File: config.mk
export PLATFORM = sky130hd
export DESIGN_NAME = fcps_ctrl
export DESIGN_NICKNAME = d
export VERILOG_FILES = /design/src/hdl/fcps_pkg.sv /design/src/hdl/fcps_ctrl.sv
export SDC_FILE = /design/constraint.sdc
export NUM_CORES = 1
export LEC_CHECK = 0
export BUFFER_PORTS_ARGS = -buffer_cell sky130_fd_sc_hd__buf_2
export CAP_MARGIN = 10
export CORE_MARGIN = 8
export CORE_UTILIZATION = 55
export DETAILED_ROUTE_END_ITERATION = 7
export PLACE_DENSITY = 0.78
export SLEW_MARGIN = 30
export SYNTH_ARGS = -nofsm -noshare
export SYNTH_HDL_FRONTEND = slang
export SYNTH_SLANG_ARGS = --single-unit
File: constraint.sdc
create_clock -name clk -period 4.15 [get_ports clk]
set_input_delay 0.2075 -clock clk [delete_from_list [all_inputs] [get_ports clk]]
set_output_delay 0.2075 -clock clk [all_outputs]
set_load 0.03 [all_outputs]
File: src/hdl/fcps_pkg.sv
// constants and types for the flash command, protection and security block
// assumes an 8-bit system bus with a 16-bit address, one access per cycle
package fcps_pkg;
    // ********************************
    // memory map
    // ********************************
    localparam logic [15:0] FCPS_FLASH_LO = 16'hf000;
    localparam logic [15:0] FCPS_FLASH_HI = 16'hffff;
    localparam logic [15:0] FCPS_VEC_LO = 16'hffc0;
    localparam logic [15:0] FCPS_VEC_HI = 16'hfffd;
    localparam logic [15:0] FCPS_KEY_BASE = 16'hffb0;
    localparam logic [15:0] FCPS_PROTECTION_OPTION_IMAGE_ADDR = 16'hffbd;
    localparam logic [15:0] FCPS_NONVOLATILE_OPTION_IMAGE_ADDR = 16'hffbf;
    localparam logic [15:0] FCPS_OFF_DIV = 16'h1820;
    localparam logic [15:0] FCPS_OFF_OPT = 16'h1821;
    localparam logic [15:0] FCPS_OFF_CFG = 16'h1823;
    localparam logic [15:0] FCPS_OFF_PROT = 16'h1824;
    localparam logic [15:0] FCPS_OFF_STAT = 16'h1825;
    localparam logic [15:0] FCPS_OFF_CMD = 16'h1826;
    // ********************************
    // commands and fields
    // ********************************
    localparam logic [7:0] FCPS_CMD_VERIFY = 8'h05;
    localparam logic [7:0] FCPS_CMD_PROG = 8'h20;
    localparam logic [7:0] FCPS_CMD_BURST = 8'h25;
    localparam logic [7:0] FCPS_CMD_SECTOR = 8'h40;
    localparam logic [7:0] FCPS_CMD_MASS = 8'h41;
    localparam int FCPS_ST_CBEF = 7;
    localparam int FCPS_ST_CCF = 6;
    localparam int FCPS_ST_PVIOL = 5;
    localparam int FCPS_ST_ACCERR = 4;
    localparam int FCPS_ST_BLANK = 2;
    localparam int FCPS_OPT_KEY_ENABLE_BIT = 7;
    localparam int FCPS_OPT_NORED = 6;
    localparam int FCPS_CFG_KEY_ACCESS_BIT = 5;
    localparam int FCPS_PROT_DIS = 0;
    localparam logic [1:0] FCPS_SEC_OPEN = 2'h2;
    localparam logic [7:0] FCPS_ERASED = 8'hff;
    localparam logic [8:0] FCPS_LOW_ONES = 9'h1ff;
    localparam logic [3:0] FCPS_KEY_LEN = 4'h8;

    typedef enum logic [4:0] {
        FCPS_IDLE = 5'h01,
        FCPS_ADDR = 5'h02,
        FCPS_CMD = 5'h04,
        FCPS_BUSY = 5'h08,
        FCPS_VERIFY = 5'h10
    } fcps_state_t;

    typedef struct packed {
        logic wr;
        logic rd;
        logic bdm;
        logic secure_src;
        logic [15:0] addr;
        logic [7:0] wdata;
    } fcps_bus_t;

    typedef struct packed {
        logic prog;
        logic sector;
        logic mass;
        logic [15:0] addr;
        logic [7:0] data;
    } fcps_arr_t;

    typedef struct packed {
        fcps_state_t st;
        logic loaded;
        logic accerr;
        logic pviol;
        logic blank;
        logic divld;
        logic [6:0] div;
        logic key_access_bit;
        logic [7:0] prot;
        logic [7:0] opt;
        logic [7:0] cmd;
        logic cmd_bdm;
        logic [63:0] key;
        logic [3:0] key_idx;
        logic key_bad;
        logic [7:0] rd_data;
        logic [15:0] mem_addr;
        logic mem_zero;
        logic secure;
        fcps_arr_t arr;
    } fcps_regs_t;
endpackage

File: src/hdl/fcps_ctrl.sv
// flash command sequencer, block protection, vector redirect and security
// assumes array reads return arr_rdata in the cycle arr.addr is shown
`timescale 1ns/1ps
`default_nettype none
// Operation
// - protected mass erase flags violation, else completes
// - access error blocks commands until cleared
// - address write before divider write errors
// - address write while buffer busy errors
// - second address or command write errors
// - stray control write mid-sequence errors
// - illegal command code errors
// - stop mode aborts running operation, errors
// - secured debug path only verify, mass erase
// - writing zero to buffer flag mid-sequence errors
// - protect from 512-byte boundary to top
// - protection loads at reset, debug-only writes
// - last unprotected address is select bits plus ones
// - redirect interrupt vectors when partly protected
// - secured foreign reads zero, foreign key-window writes dropped
// - only pattern 1:0 means unsecured
// - key access turns key writes into compares
// - key match on clear unsecures until reset
// - key writes honoured only from secure code
// - debug blank check success unsecures
// - verify sets blank only if all erased
module fcps_ctrl (
    // clock and reset
    input wire logic clk,
    input wire logic nrst,
    // system bus
    input wire fcps_pkg::fcps_bus_t bus,
    output var logic [7:0] rd_data,
    output var logic [15:0] mem_addr,
    output var logic mem_zero,
    // nonvolatile images and key
    input wire logic [7:0] nv_prot,
    input wire logic [7:0] nv_opt,
    input wire logic [63:0] nv_key,
    // array engine
    output var fcps_pkg::fcps_arr_t arr,
    input wire logic arr_done,
    input wire logic [7:0] arr_rdata,
    // system state
    input wire logic stop_entry,
    output var logic secure
);
    import fcps_pkg::*;

    fcps_regs_t s;
    fcps_regs_t next_s;

    // ********************************
    // helpers
    // ********************************
    function automatic logic in_flash(input logic [15:0] a);
        return a >= FCPS_FLASH_LO;
    endfunction

    function automatic logic [15:0] last_open(input logic [7:0] p);
        return {p[7:1], FCPS_LOW_ONES};
    endfunction

    function automatic logic is_prot(input logic [7:0] p,
                                     input logic [15:0] a);
        return !p[FCPS_PROT_DIS] && (a > last_open(p));
    endfunction

    function automatic logic legal_cmd(input logic [7:0] c);
        return c == FCPS_CMD_VERIFY || c == FCPS_CMD_PROG ||
               c == FCPS_CMD_BURST || c == FCPS_CMD_SECTOR ||
               c == FCPS_CMD_MASS;
    endfunction

    logic sec_now;
    logic prot_on;
    logic partial;
    logic key_mode;
    logic err;
    logic launch;
    logic [15:0] last;

    // ********************************
    // next state
    // ********************************
    always_comb begin
        next_s = s;
        err = 1'b0;
        launch = 1'b0;
        last = last_open(s.prot);
        sec_now = s.opt[1:0] != FCPS_SEC_OPEN;
        prot_on = !s.prot[FCPS_PROT_DIS];
        partial = prot_on && last >= FCPS_FLASH_LO;
        key_mode = s.key_access_bit && s.opt[FCPS_OPT_KEY_ENABLE_BIT];
        next_s.rd_data = 8'h00;
        next_s.mem_zero = 1'b0;
        next_s.mem_addr = bus.addr;
        // images are copied on the first cycle after reset
        if (!s.loaded) begin
            next_s.loaded = 1'b1;
            next_s.prot = nv_prot;
            next_s.opt = nv_opt;
        end
        // reads
        if (bus.rd) begin
            if (in_flash(bus.addr)) begin
                next_s.mem_zero = sec_now && (bus.bdm || !bus.secure_src);
                if (!s.opt[FCPS_OPT_NORED] && partial &&
                    bus.addr >= FCPS_VEC_LO && bus.addr <= FCPS_VEC_HI) begin
                    next_s.mem_addr = {last[15:6], bus.addr[5:0]};
                end
            end else if (bus.addr == FCPS_OFF_DIV) begin
                next_s.rd_data = {s.divld, s.div};
            end else if (bus.addr == FCPS_OFF_OPT) begin
                next_s.rd_data = s.opt;
            end else if (bus.addr == FCPS_OFF_CFG) begin
                next_s.rd_data[FCPS_CFG_KEY_ACCESS_BIT] = s.key_access_bit;
            end else if (bus.addr == FCPS_OFF_PROT) begin
                next_s.rd_data = s.prot;
            end else if (bus.addr == FCPS_OFF_STAT) begin
                next_s.rd_data[FCPS_ST_CBEF] = s.st == FCPS_IDLE;
                next_s.rd_data[FCPS_ST_CCF] = s.st == FCPS_IDLE;
                next_s.rd_data[FCPS_ST_PVIOL] = s.pviol;
                next_s.rd_data[FCPS_ST_ACCERR] = s.accerr;
                next_s.rd_data[FCPS_ST_BLANK] = s.blank;
            end else if (bus.addr == FCPS_OFF_CMD) begin
                next_s.rd_data = s.cmd;
            end
        end
        // writes
        if (bus.wr) begin
            if (key_mode && bus.addr[15:3] == FCPS_KEY_BASE[15:3]) begin
                if (!bus.bdm && bus.secure_src) begin
                    if (bus.addr[2:0] == s.key_idx[2:0] && !s.key_idx[3]) begin
                        next_s.key[{s.key_idx[2:0], 3'h0} +: 8] = bus.wdata;
                        next_s.key_idx = s.key_idx + 4'h1;
                    end else begin
                        next_s.key_bad = 1'b1;
                    end
                end
            end else if (in_flash(bus.addr)) begin
                if (s.accerr) begin
                    next_s.accerr = 1'b1;
                end else if (!s.divld) begin
                    err = 1'b1;
                end else if (s.st == FCPS_BUSY || s.st == FCPS_VERIFY) begin
                    err = 1'b1;
                end else if (s.st != FCPS_IDLE) begin
                    err = 1'b1;
                end else begin
                    next_s.st = FCPS_ADDR;
                    next_s.arr.addr = bus.addr;
                    next_s.arr.data = bus.wdata;
                end
            end else if (bus.addr == FCPS_OFF_CMD) begin
                if (s.st != FCPS_ADDR) begin
                    err = 1'b1;
                end else if (!legal_cmd(bus.wdata)) begin
                    err = 1'b1;
                end else if (sec_now && bus.bdm &&
                             (bus.wdata == FCPS_CMD_PROG ||
                              bus.wdata == FCPS_CMD_BURST ||
                              bus.wdata == FCPS_CMD_SECTOR)) begin
                    err = 1'b1;
                end else begin
                    next_s.st = FCPS_CMD;
                    next_s.cmd = bus.wdata;
                    next_s.cmd_bdm = bus.bdm;
                end
            end else if (bus.addr == FCPS_OFF_STAT) begin
                // flag clears by writing one
                if (bus.wdata[FCPS_ST_ACCERR]) begin
                    next_s.accerr = 1'b0;
                end
                if (bus.wdata[FCPS_ST_PVIOL]) begin
                    next_s.pviol = 1'b0;
                end
                if (s.st == FCPS_ADDR) begin
                    err = 1'b1;
                end else if (s.st == FCPS_CMD) begin
                    if (bus.wdata[FCPS_ST_CBEF]) begin
                        launch = 1'b1;
                    end else begin
                        err = 1'b1;
                    end
                end
            end else if (bus.addr == FCPS_OFF_DIV ||
                         bus.addr == FCPS_OFF_CFG ||
                         bus.addr == FCPS_OFF_PROT) begin
                if (s.st == FCPS_ADDR || s.st == FCPS_CMD) begin
                    err = 1'b1;
                end else if (bus.addr == FCPS_OFF_DIV) begin
                    if (!s.divld) begin
                        next_s.divld = 1'b1;
                        next_s.div = bus.wdata[6:0];
                    end
                end else if (bus.addr == FCPS_OFF_CFG) begin
                    next_s.key_access_bit = bus.wdata[FCPS_CFG_KEY_ACCESS_BIT];
                    next_s.key_idx = 4'h0;
                    next_s.key_bad = 1'b0;
                    if (s.key_access_bit && !bus.wdata[FCPS_CFG_KEY_ACCESS_BIT] &&
                        s.opt[FCPS_OPT_KEY_ENABLE_BIT] && !s.key_bad &&
                        s.key_idx == FCPS_KEY_LEN && s.key == nv_key) begin
                        next_s.opt[1:0] = FCPS_SEC_OPEN;
                    end
                end else if (bus.bdm) begin
                    next_s.prot = bus.wdata;
                end
            end
        end
        // launch with protection check
        if (launch) begin
            next_s.st = FCPS_BUSY;
            next_s.blank = 1'b0;
            unique case (s.cmd)
                FCPS_CMD_MASS: begin
                    if (prot_on) begin
                        next_s.pviol = 1'b1;
                        next_s.st = FCPS_IDLE;
                    end else begin
                        next_s.arr.mass = 1'b1;
                    end
                end
                FCPS_CMD_SECTOR: begin
                    if (is_prot(s.prot, {s.arr.addr[15:9], FCPS_LOW_ONES})) begin
                        next_s.pviol = 1'b1;
                        next_s.st = FCPS_IDLE;
                    end else begin
                        next_s.arr.sector = 1'b1;
                    end
                end
                FCPS_CMD_VERIFY: begin
                    next_s.st = FCPS_VERIFY;
                    next_s.arr.addr = FCPS_FLASH_LO;
                end
                default: begin
                    if (is_prot(s.prot, s.arr.addr)) begin
                        next_s.pviol = 1'b1;
                        next_s.st = FCPS_IDLE;
                    end else begin
                        next_s.arr.prog = 1'b1;
                    end
                end
            endcase
        end
        // running operations
        if (s.st == FCPS_BUSY && arr_done) begin
            next_s.st = FCPS_IDLE;
            next_s.arr.prog = 1'b0;
            next_s.arr.sector = 1'b0;
            next_s.arr.mass = 1'b0;
        end
        if (s.st == FCPS_VERIFY) begin
            if (arr_rdata != FCPS_ERASED) begin
                next_s.st = FCPS_IDLE;
            end else if (s.arr.addr == FCPS_FLASH_HI) begin
                next_s.st = FCPS_IDLE;
                next_s.blank = 1'b1;
                if (s.cmd_bdm) begin
                    next_s.opt[1:0] = FCPS_SEC_OPEN;
                end
            end else begin
                next_s.arr.addr = s.arr.addr + 16'h0001;
            end
        end
        if (stop_entry && (s.st == FCPS_BUSY || s.st == FCPS_VERIFY)) begin
            err = 1'b1;
            next_s.st = FCPS_IDLE;
            next_s.arr.prog = 1'b0;
            next_s.arr.sector = 1'b0;
            next_s.arr.mass = 1'b0;
        end
        // error sets win over a same-cycle clear
        // a running operation is not dropped, or its levels would hang
        if (err) begin
            next_s.accerr = 1'b1;
            if (s.st != FCPS_BUSY && s.st != FCPS_VERIFY) begin
                next_s.st = FCPS_IDLE;
            end
        end
        // working security state, registered for the output
        next_s.secure = next_s.opt[1:0] != FCPS_SEC_OPEN;
    end

    // ********************************
    // state register
    // ********************************
    always_ff @(posedge clk) begin
        if (!nrst) begin
            s <= '0;
            s.st <= FCPS_IDLE;
            s.prot <= 8'h01;
            s.secure <= 1'b1;
        end else begin
            s <= next_s;
        end
    end

    // outputs straight from flops
    assign rd_data = s.rd_data;
    assign mem_addr = s.mem_addr;
    assign mem_zero = s.mem_zero;
    assign arr = s.arr;
    assign secure = s.secure;
endmodule
`default_nettype wire

After elaboration in Yosys (flattened, before gate mapping)
Index checks and enable logic that the tools add are counted.
{"block": "totals", "reg_bits": 165, "output_inout_bits": 53, "input_bits": 120, "elab_cells": 302}
{"block": "op_classes", "n_reduce_logical": 60, "shifts": 2, "n_addsub": 3, "n_mux": 148, "bitwise_logic": 17, "n_eq_ne": 41, "magnitude_cmp": 6}
{"operator": "24-bit 2-to-1 mux", "n": 7}
{"operator": "160-bit 2-to-1 mux", "n": 1}
{"operator": "5-bit 2-to-1 mux", "n": 28}
{"operator": "17-bit 2-to-1 mux", "n": 8}
{"operator": "16-bit by 13-bit equality test with 1-bit output, second input constant", "n": 6}
{"operator": "16-bit 2-to-1 mux", "n": 6}
{"operator": "80-bit 2-to-1 mux", "n": 1}
{"operator": "69-bit 2-to-1 mux", "n": 1}
{"operator": "68-bit 2-to-1 mux", "n": 1}
{"operator": "64-bit bitwise mux", "n": 1}
{"operator": "64-bit equality test", "n": 1}
{"operator": "64-bit 2-to-1 mux", "n": 1}
{"operator": "8-bit 2-to-1 mux", "n": 8}
{"operator": "8-bit by 8-bit variable shift with 64-bit output, first input constant", "n": 1}
{"operator": "8-bit by 8-bit indexed part select with 64-bit output", "n": 1}
{"operator": "1-bit 2-to-1 mux", "n": 49}
{"operator": "16-bit greater-or-equal comparator, second input constant", "n": 3}
{"operator": "9-bit 2-to-1 mux", "n": 5}
{"operator": "2-bit 2-to-1 mux", "n": 18}
{"operator": "8-bit by 7-bit equality test with 1-bit output, second input constant", "n": 4}
{"operator": "16-bit greater-than comparator", "n": 2}
{"operator": "25-bit 2-to-1 mux", "n": 1}
{"operator": "11-bit 2-to-1 mux", "n": 2}
{"operator": "1-bit logical AND", "n": 21}
{"operator": "other kinds (42)", "n": 100}

Logic depth before layout (Yosys ltp)
Gate-level depths: netlist of the first run.
{"block": "logic_depth", "depth_word": 22, "mapped_depth": 8, "ltp_nobuf": 8}

Worst setup path before layout of the first run
No wires, ideal clock.
{"block": "synth_path", "path_kind": "reg-to-reg", "startpoint": "reg s[54] (netlist bit)", "endpoint": "reg with a tool-made name", "required_ns": 4.034, "synth_period_minus_slack_ns": 2.436, "arrival_time_ns": 2.320, "setup_time_ns": 0.116, "path_buffers": 0, "path_stages_with_launch": 9, "setup_slack_ns": 1.714, "cell_sequence": "dfxtp_1 inv_1 ha_1 ha_1 nand2b_1 or3_1 nor3_2 mux2i_1 nor2b_1"}
{"element": "from (decl)", "line_no": "fcps_ctrl.sv:50", "rtl": "fcps_regs_t s;"}
{"element": "from (signal assigned)", "line_no": "fcps_ctrl.sv:295", "rtl": "s <= next_s;"}

==> run summary, run 1 <==
Status -> finished clean
Initial DRC count -> 756
Filler instances -> 1,336
Seq/Total Area, Yosys -> 0.369
Fin Clk Skew -> 0.00956 ns
Latest clock arrival within the worst-skew pair -> 0.43 ns
CP Class -> reg -> reg
Max Slew Vio Count -> 0
Via count -> 7,555
Crit path from -> s[54]
Clock sinks -> 165
Number of global-route vias before repair -> 7,207
Int Pwr -> 0.00264 W
Largest net degree at the start of global routing -> 87
Clk buf depth -> 2
Final wirelength -> 25.2 mm
Top-count cell post-synth -> dfxtp_1
Via/cell ratio -> 5.80
Die Span X -> 144 um
Cts bufs inserted -> 17
Antenna Cells -> 0
Die ar. -> 20,600 sq um
Hold Fails Final Rpt -> 0
Postcts setup bufs -> 0
F_max -> 0.345 GHz
Routed len/inst -> 19.3 um
Synth-to-layout area growth -> 13.5%
HPWL Detailed -> 18.5 mm
Cts repair resizes -> 0
R2R setup slack -> 1.25 ns
CTS HTree Levels -> 4
Pwr Density -> 342 nW/um^2
Syn Area/Cell -> 9.17 sq um
Net Count, Synth -> 1,107
GRT overflow -> 0
# DRC -> 0
Area leader, netlist -> dfxtp_1
GRT Resource Usage Total -> 0.244
Routability cong. -> 0.936
CTS Hold Bufs -> 0
Syn Inst Count -> 975
Worst R2R Start -> s[54]
Yosys cell types -> 76
Core ar. -> 15,900 sq um
Share of synthesized registers carrying an async set or reset -> 0
I/O Pins -> 173
# nets final -> 1,207
CP Capture Type -> register
Share of cells above drive strength 1 -> 0.215
Die H -> 144 um
Fin util -> 0.639
Worst Max-Slew Pin Slew -> 0.963 ns
CP Launch Type -> register
Sw Ratio -> 0.239
Initial Util -> 0.563
Peak VDD IR -> 0.285 mV
Required time worst endpoint -> 4.46 ns
Yosys warning count -> 0
Port Buffers -> 172
Post-synth top cells -> dfxtp_1, mux2i_1, nor2b_1, nand2_1, buf_4
Post-synthesis register bit count -> 165
Final setup vio count -> 0
R2R depth -> 8
Number of flops mapped to enable cells by yosys -> 0
Clock power share -> 0.451
Area contributors post-synth -> dfxtp_1, mux2i_1, nor2b_1
Synth top area share -> 0.369
CP Data Arrival Time -> 3.22 ns
CTS tree -> built
Max_cap viols -> 0
Worst-path clk slew -> 0.07 ns
Setup TNS -> 0 ns
Tightest Hold Check Type -> in -> reg
Relative slew margins -> 0.352
First-pass GRT wire length -> 38.7 mm
Most common flop cell mapped by yosys -> dfxtp_1
Antenna violations before repair -> 1
RSZ-0062 raised after global routing -> no
Leak -> 4.11 nW
Crit path time final -> 2.90 ns
Root Buffer -> clkbuf_16
Drt first pass iters -> 6
Combinational power share -> 0.081
Mapped Area -> 8940 sq um
Crit Path Max Fanout -> 8
Sequential power share -> 0.468
Final ANT Viol Nets -> 0
Row count -> 46
Fin crit share -> 0.699
Reported net switching power -> 0.000828 W
Hold Slack -> 0.0386 ns
final cells by class:
type | count | area (sq um) | share of cell area
clock inverter | 10 | 125 | 0.0123
tap | 216 | 270 | 0.0266
multi-input combinational | 687 | 4990 | 0.491
sequential | 165 | 3300 | 0.326
timing repair buffer | 177 | 901 | 0.0888
clock buffer | 21 | 460 | 0.0454
inverter | 27 | 101 | 0.00999
worst max-delay path, cell delays in order, from the launching register on:
cell and delay [ns]:
dfxtp_1 0.46, inv_1 0.12, ha_1 0.23, ha_1 0.37
nand2b_1 0.19, or3_1 0.37, nor3_2 0.69, mux2i_1 0.29
nor2b_1 0.06
routing by layer:
layer,global-route usage,part of all wire,vias to the layer above
met1,0.298,0.41,3529
met5,0,0.00040,-
met2,0.389,0.46,359
li1,-,-,3590
met3,0.0594,0.085,75
met4,0.130,0.042,2
worst min-delay path by stage:
| stage | slack (ns) | cells after the start | end | start |
|---|---|---|---|---|
| after detailed placement | 0.46 | 1 | arr[26] | arr[26] |
| after CTS | 0.03 | 2 | mem_addr[12] | bus[20] |
| after global routing | 0.03 | 2 | mem_addr[7] | bus[15] |
| after global placement | 0.45 | 1 | arr[26] | arr[26] |
| after floorplan | 0.24 | 0 | s[159] | nrst |
| final | 0.04 | 2 | mem_addr[12] | bus[20] |
cells by family after synthesis:
| family | share of synthesized area |
|---|---|
| mux | 0.111 |
| flops | 0.369 |
| xor+xnor | 0.0715 |
| buf+inv | 0.0744 |
| compound gates | 0.108 |
| simple gates | 0.249 |
| fa+ha+maj | 0.0168 |
layout by cell type (no fill, tap or decap), types with 17 or more instances in the layout:
| master | instances |
|---|---|
| a21oi_1 | 20 |
| and2_1 | 25 |
| buf_2 | 171 |
| clkbuf_16 | 17 |
| dfxtp_1 | 164 |
| inv_1 | 27 |
| mux2i_1 | 97 |
| nand2_1 | 72 |
| nand3_1 | 19 |
| nand4_1 | 30 |
| nor2_1 | 33 |
| nor2b_1 | 83 |
| nor4_1 | 17 |
| xnor2_1 | 50 |
| xor2_1 | 23 |
stage by stage:
stage / worst slack [ns] / cell area, sq um / std cells / power, W
2_1_floorplan: 1.71 / 8940 / 975 / 0.00182
3_3_place_gp: 1.35 / 9560 / 1272 / 0.00193
3_5_place_dp: 1.29 / 9560 / 1272 / 0.00194
4_1_cts: 1.26 / 10100 / 1303 / 0.00349
5_1_grt: 1.10 / 10100 / 1303 / 0.00358
6_report: 1.25 / 10100 / 1303 / 0.00347
power by group through the flow:
stage,clock network [W],logic (W),registers [W]
after detailed placement,0,0.000277,0.00166
final,0.00157,0.000280,0.00162
after global placement,0,0.000275,0.00166
after global routing,0.00165,0.000299,0.00162
after CTS,0.00159,0.000279,0.00162
after floorplan,0,0.000169,0.00165
No activity file was read; power rests on OpenSTA's default activity.
==> inputs of run 2 (changes only) <==
--- a/config.mk
+++ b/config.mk
@@ -5,6 +5,7 @@
 export SDC_FILE = /design/constraint.sdc
 export NUM_CORES = 1
 export LEC_CHECK = 0
+export ABC_AREA = 1
 export BUFFER_PORTS_ARGS = -buffer_cell sky130_fd_sc_hd__buf_2
 export CAP_MARGIN = 10
 export CORE_MARGIN = 8
==> constraint.sdc (replaced) <==
create_clock -name clk -period 2.8 [get_ports clk]
set_input_delay 0.14 -clock clk [delete_from_list [all_inputs] [get_ports clk]]
set_output_delay 0.14 -clock clk [all_outputs]
set_load 0.03 [all_outputs]
==> run 2 against run 1 <==
Against the previous run: flip-flop and latch count stayed put; critical path depth is 1 higher; global-route usage is 3.6 points higher; core utilization is 0.23 points lower; clock power is 50% higher; area after synthesis is 11% higher; register-to-register slack worse by 1.0 ns; final cell count is 43% higher; cell area is 12% higher; count of clock-buffer cells in the layout is 2 lower; sequential share of layout area is 3.5 points lower; via count is 36% higher.
==> run summary, run 2 <==
Routed len/inst -> 17.3 um (-10%)
Largest net degree at the start of global routing -> 49 (-44%)
Root Buffer -> clkbuf_16
Yosys cell types -> 48 (-37%)
Buffers & Inverters on Critical Path -> 3 (+2)
Die H -> 150 um (+4.7%)
Synth-to-layout area growth -> 14.7%
Routability cong. -> 0.951 (+1.5%)
Crit path time final -> 2.59 ns (-0.309 ns)
Syn Area/Cell -> 6.65 sq um (-28%)
Post-synthesis register bit count -> 165 (unchanged)
Top-count cell post-synth -> nand2_1
Max incr delay on CP -> 0.48 ns (-0.21 ns)
Area leader, netlist -> dfxtp_1
Number of global-route vias before repair -> 9,424 (+31%)
CP Capture Type -> register
Placed Area -> 10,600 sq um (+11%)
CP Class -> reg -> reg
Family with the most delay on the worst path -> simple AND/OR/NAND/NOR gates
Core ar. -> 17,800 sq um (+12%)
CTS HTree Levels -> 4 (unchanged)
Pwr Density -> 464 nW/um^2 (+36%)
Clock sinks -> 165 (unchanged)
Cts bufs inserted -> 17 (unchanged)
Final setup vio count -> 0 (unchanged)
RSZ-0062 raised after global routing -> no
HPWL Detailed -> 24.8 mm (+35%)
Area contributors post-synth -> dfxtp_1, nand2_1, nor2_1
CP Launch Type -> register
I/O Pins -> 173 (unchanged)
Max_cap viols -> 0 (unchanged)
Final ANT Viol Nets -> 0 (unchanged)
Die ar. -> 22,600 sq um (+9.6%)
Max Slew Vio Count -> 0 (unchanged)
Crit Path Max Fanout -> 9 (+1)
Antenna Cells -> 0 (unchanged)
Filler instances -> 1,639 (+23%)
Commonest non-fill, non-tap cell in the layout -> nand2_1
First-pass GRT wire length -> 49.5 mm (+28%)
Worst path cell trace -> inv_2 -> ha_1 -> ha_1 -> nor3_1 -> clkinv_1 -> nor3_4 -> inv_2 -> nand2_1 -> a21oi_1
Synth top area share -> 0.333 (-0.0360)
Die Span X -> 150 um (+4.7%)
Most common flop cell mapped by yosys -> dfxtp_1
Postcts setup bufs -> 0 (unchanged)
Fin Clk Skew -> 0.00897 ns (-0.000585 ns)
Post-Layout Inst Area -> 11,400 sq um (+12%)
Worst-path clk slew -> 0.07 ns (about the same)
Setup TNS -> 0 ns (unchanged)
Worst Setup Slack, final -> 0.207 ns (-1.04 ns)
Peak VDD IR -> 0.435 mV (+52%)
Port Buffers -> 172 (unchanged)
Post-synth top cells -> nand2_1, nor2_1, dfxtp_1, inv_1, a21oi_1
Dpl ws -> 0.304 ns (-0.982 ns)
Required time worst endpoint -> 3.11 ns (-1.35 ns)
Row count -> 49 (+6.5%)
Net Count, Synth -> 1,622 (+47%)
Share of synthesized registers carrying an async set or reset -> 0 (unchanged)
Clk buf depth -> 2 (unchanged)
Final wirelength -> 32.3 mm (+28%)
Worst Max-Slew Pin Slew -> 0.605 ns (-0.358 ns)
Hold Fails Final Rpt -> 0 (unchanged)
# nets final -> 1,758 (+46%)
Seq/Total Area, Yosys -> 0.333 (-0.0360)
Most frequent cells in the layout -> nand2_1, nor2_1, buf_2
Status -> finished clean
CP Data Arrival Time -> 2.90 ns (-0.32 ns)
Latest clock arrival within the worst-skew pair -> 0.44 ns (about the same)
Relative slew margins -> 0.586 (+0.234)
Tightest Hold Check Type -> in -> reg
Via count -> 10,297 (+36%)
Syn Inst Count -> 1,490 (+53%)
Yosys warning count -> 0 (unchanged)
CTS tree -> built
Initial DRC count -> 1,009 (+33%)
Initial Util -> 0.555 (-0.00763)
Share of cells above drive strength 1 -> 0.174 (-0.0408)
F_max -> 0.386 GHz (+12%)
GRT Resource Usage Total -> 0.280 (+0.0360)
# DRC -> 0 (unchanged)
Fin crit share -> 0.926 (+0.227)
Antenna violations before repair -> 0 (-1)
Via/cell ratio -> 5.51 (-4.9%)
Cts repair resizes -> 0 (unchanged)
Overall Power -> 0.00527 W (+52%)
Critical Path Slowest Stage Cell -> nor3_1
Number of flops mapped to enable cells by yosys -> 0 (unchanged)
Drt first pass iters -> 6 (unchanged)
CTS Hold Bufs -> 15 (+15)
Mapped Area -> 9910 sq um (+11%)
GRT overflow -> 0 (unchanged)
Leak -> 5.07 nW (+24%)
run 2: cell types whose count changed after synthesis, moves of 83 or more:
cell / previous run / this run
nand2_1: 72 / 357
mux2i_1: 97 / 7
nor2b_1: 83 / 0
a21oi_1: 20 / 116
nor2_1: 33 / 207
inv_1: 27 / 164
run 2: layout make-up:
| type | count | area [sq um] | area share |
|---|---|---|---|
| clock buffers | 19 | 443 | 0.0390 |
| clock inverters | 13 | 139 | 0.0122 |
| inverters | 178 | 668 | 0.0588 |
| multi-input cells | 1053 | 5330 | 0.469 |
| flip-flops and latches | 165 | 3300 | 0.291 |
| well taps | 229 | 287 | 0.0252 |
| repair buffers | 211 | 1190 | 0.105 |
run 2: cells by family (layout without fill, tap and decap cells):
| family | after synthesis | after routing | share of synthesized area |
|---|---|---|---|
| AND/OR/NAND/NOR | 754 | 754 | 0.336 |
| buffers and inverters | 272 | 421 | 0.129 |
| AO/OA/AOI/OAI | 230 | 230 | 0.135 |
| flip-flops | 165 | 165 | 0.333 |
| XOR/XNOR | 50 | 50 | 0.0442 |
| adder cells (fa/ha/maj) | 12 | 12 | 0.0152 |
| multiplexers | 7 | 7 | 0.00707 |
run 2: worst paths after layout:
path	cells past startpoint	startpoint	to	slack [ns]
worst max-delay path	9	s[54]	register	0.21
worst min-delay path	3	bus[14]	mem_addr[6]	0.02
worst max register to register	9	s[54]	register	0.21
worst min register to register	2	arr[7]	arr[7]	0.44
run 2: metal layers:
layer / vias to the layer above / track usage / wire, um
li1: 5023 / - / -
met1: 4629 / 0.379 / 13700
met2: 581 / 0.440 / 14300
met3: 64 / 0.0598 / 3550
met4: 0 / 0.0765 / 690
met5: - / 0 / 0
run 2: worst register-to-register path: stages, from the launching register on:
cell      delay [ns]
dfxtp_1         0.45
inv_2           0.10
ha_1            0.22
ha_1            0.23
nor3_1          0.48
clkinv_1        0.25
nor3_4          0.41
inv_2           0.16
nand2_1         0.10
a21oi_1         0.06
run 2: power by group:
group	leakage [nW]	total, W	internal, W	switching, W
Combinational	3.46	0.000515	0.000180	0.000335
Clock	0.277	0.00236	0.00128	0.00108
Sequential	1.34	0.00239	0.00237	0.0000170
Total	5.07	0.00527	0.00383	0.00143
run 2: metrics by stage:
step,utilization,cells,hold WS (ns)
after global routing,0.637,1868,0.0286
after global placement,0.596,1821,0.369
final,0.637,1868,0.0193
after CTS,0.637,1868,0.00275
after floorplan,-,1490,0.168
after detailed placement,0.596,1821,0.379
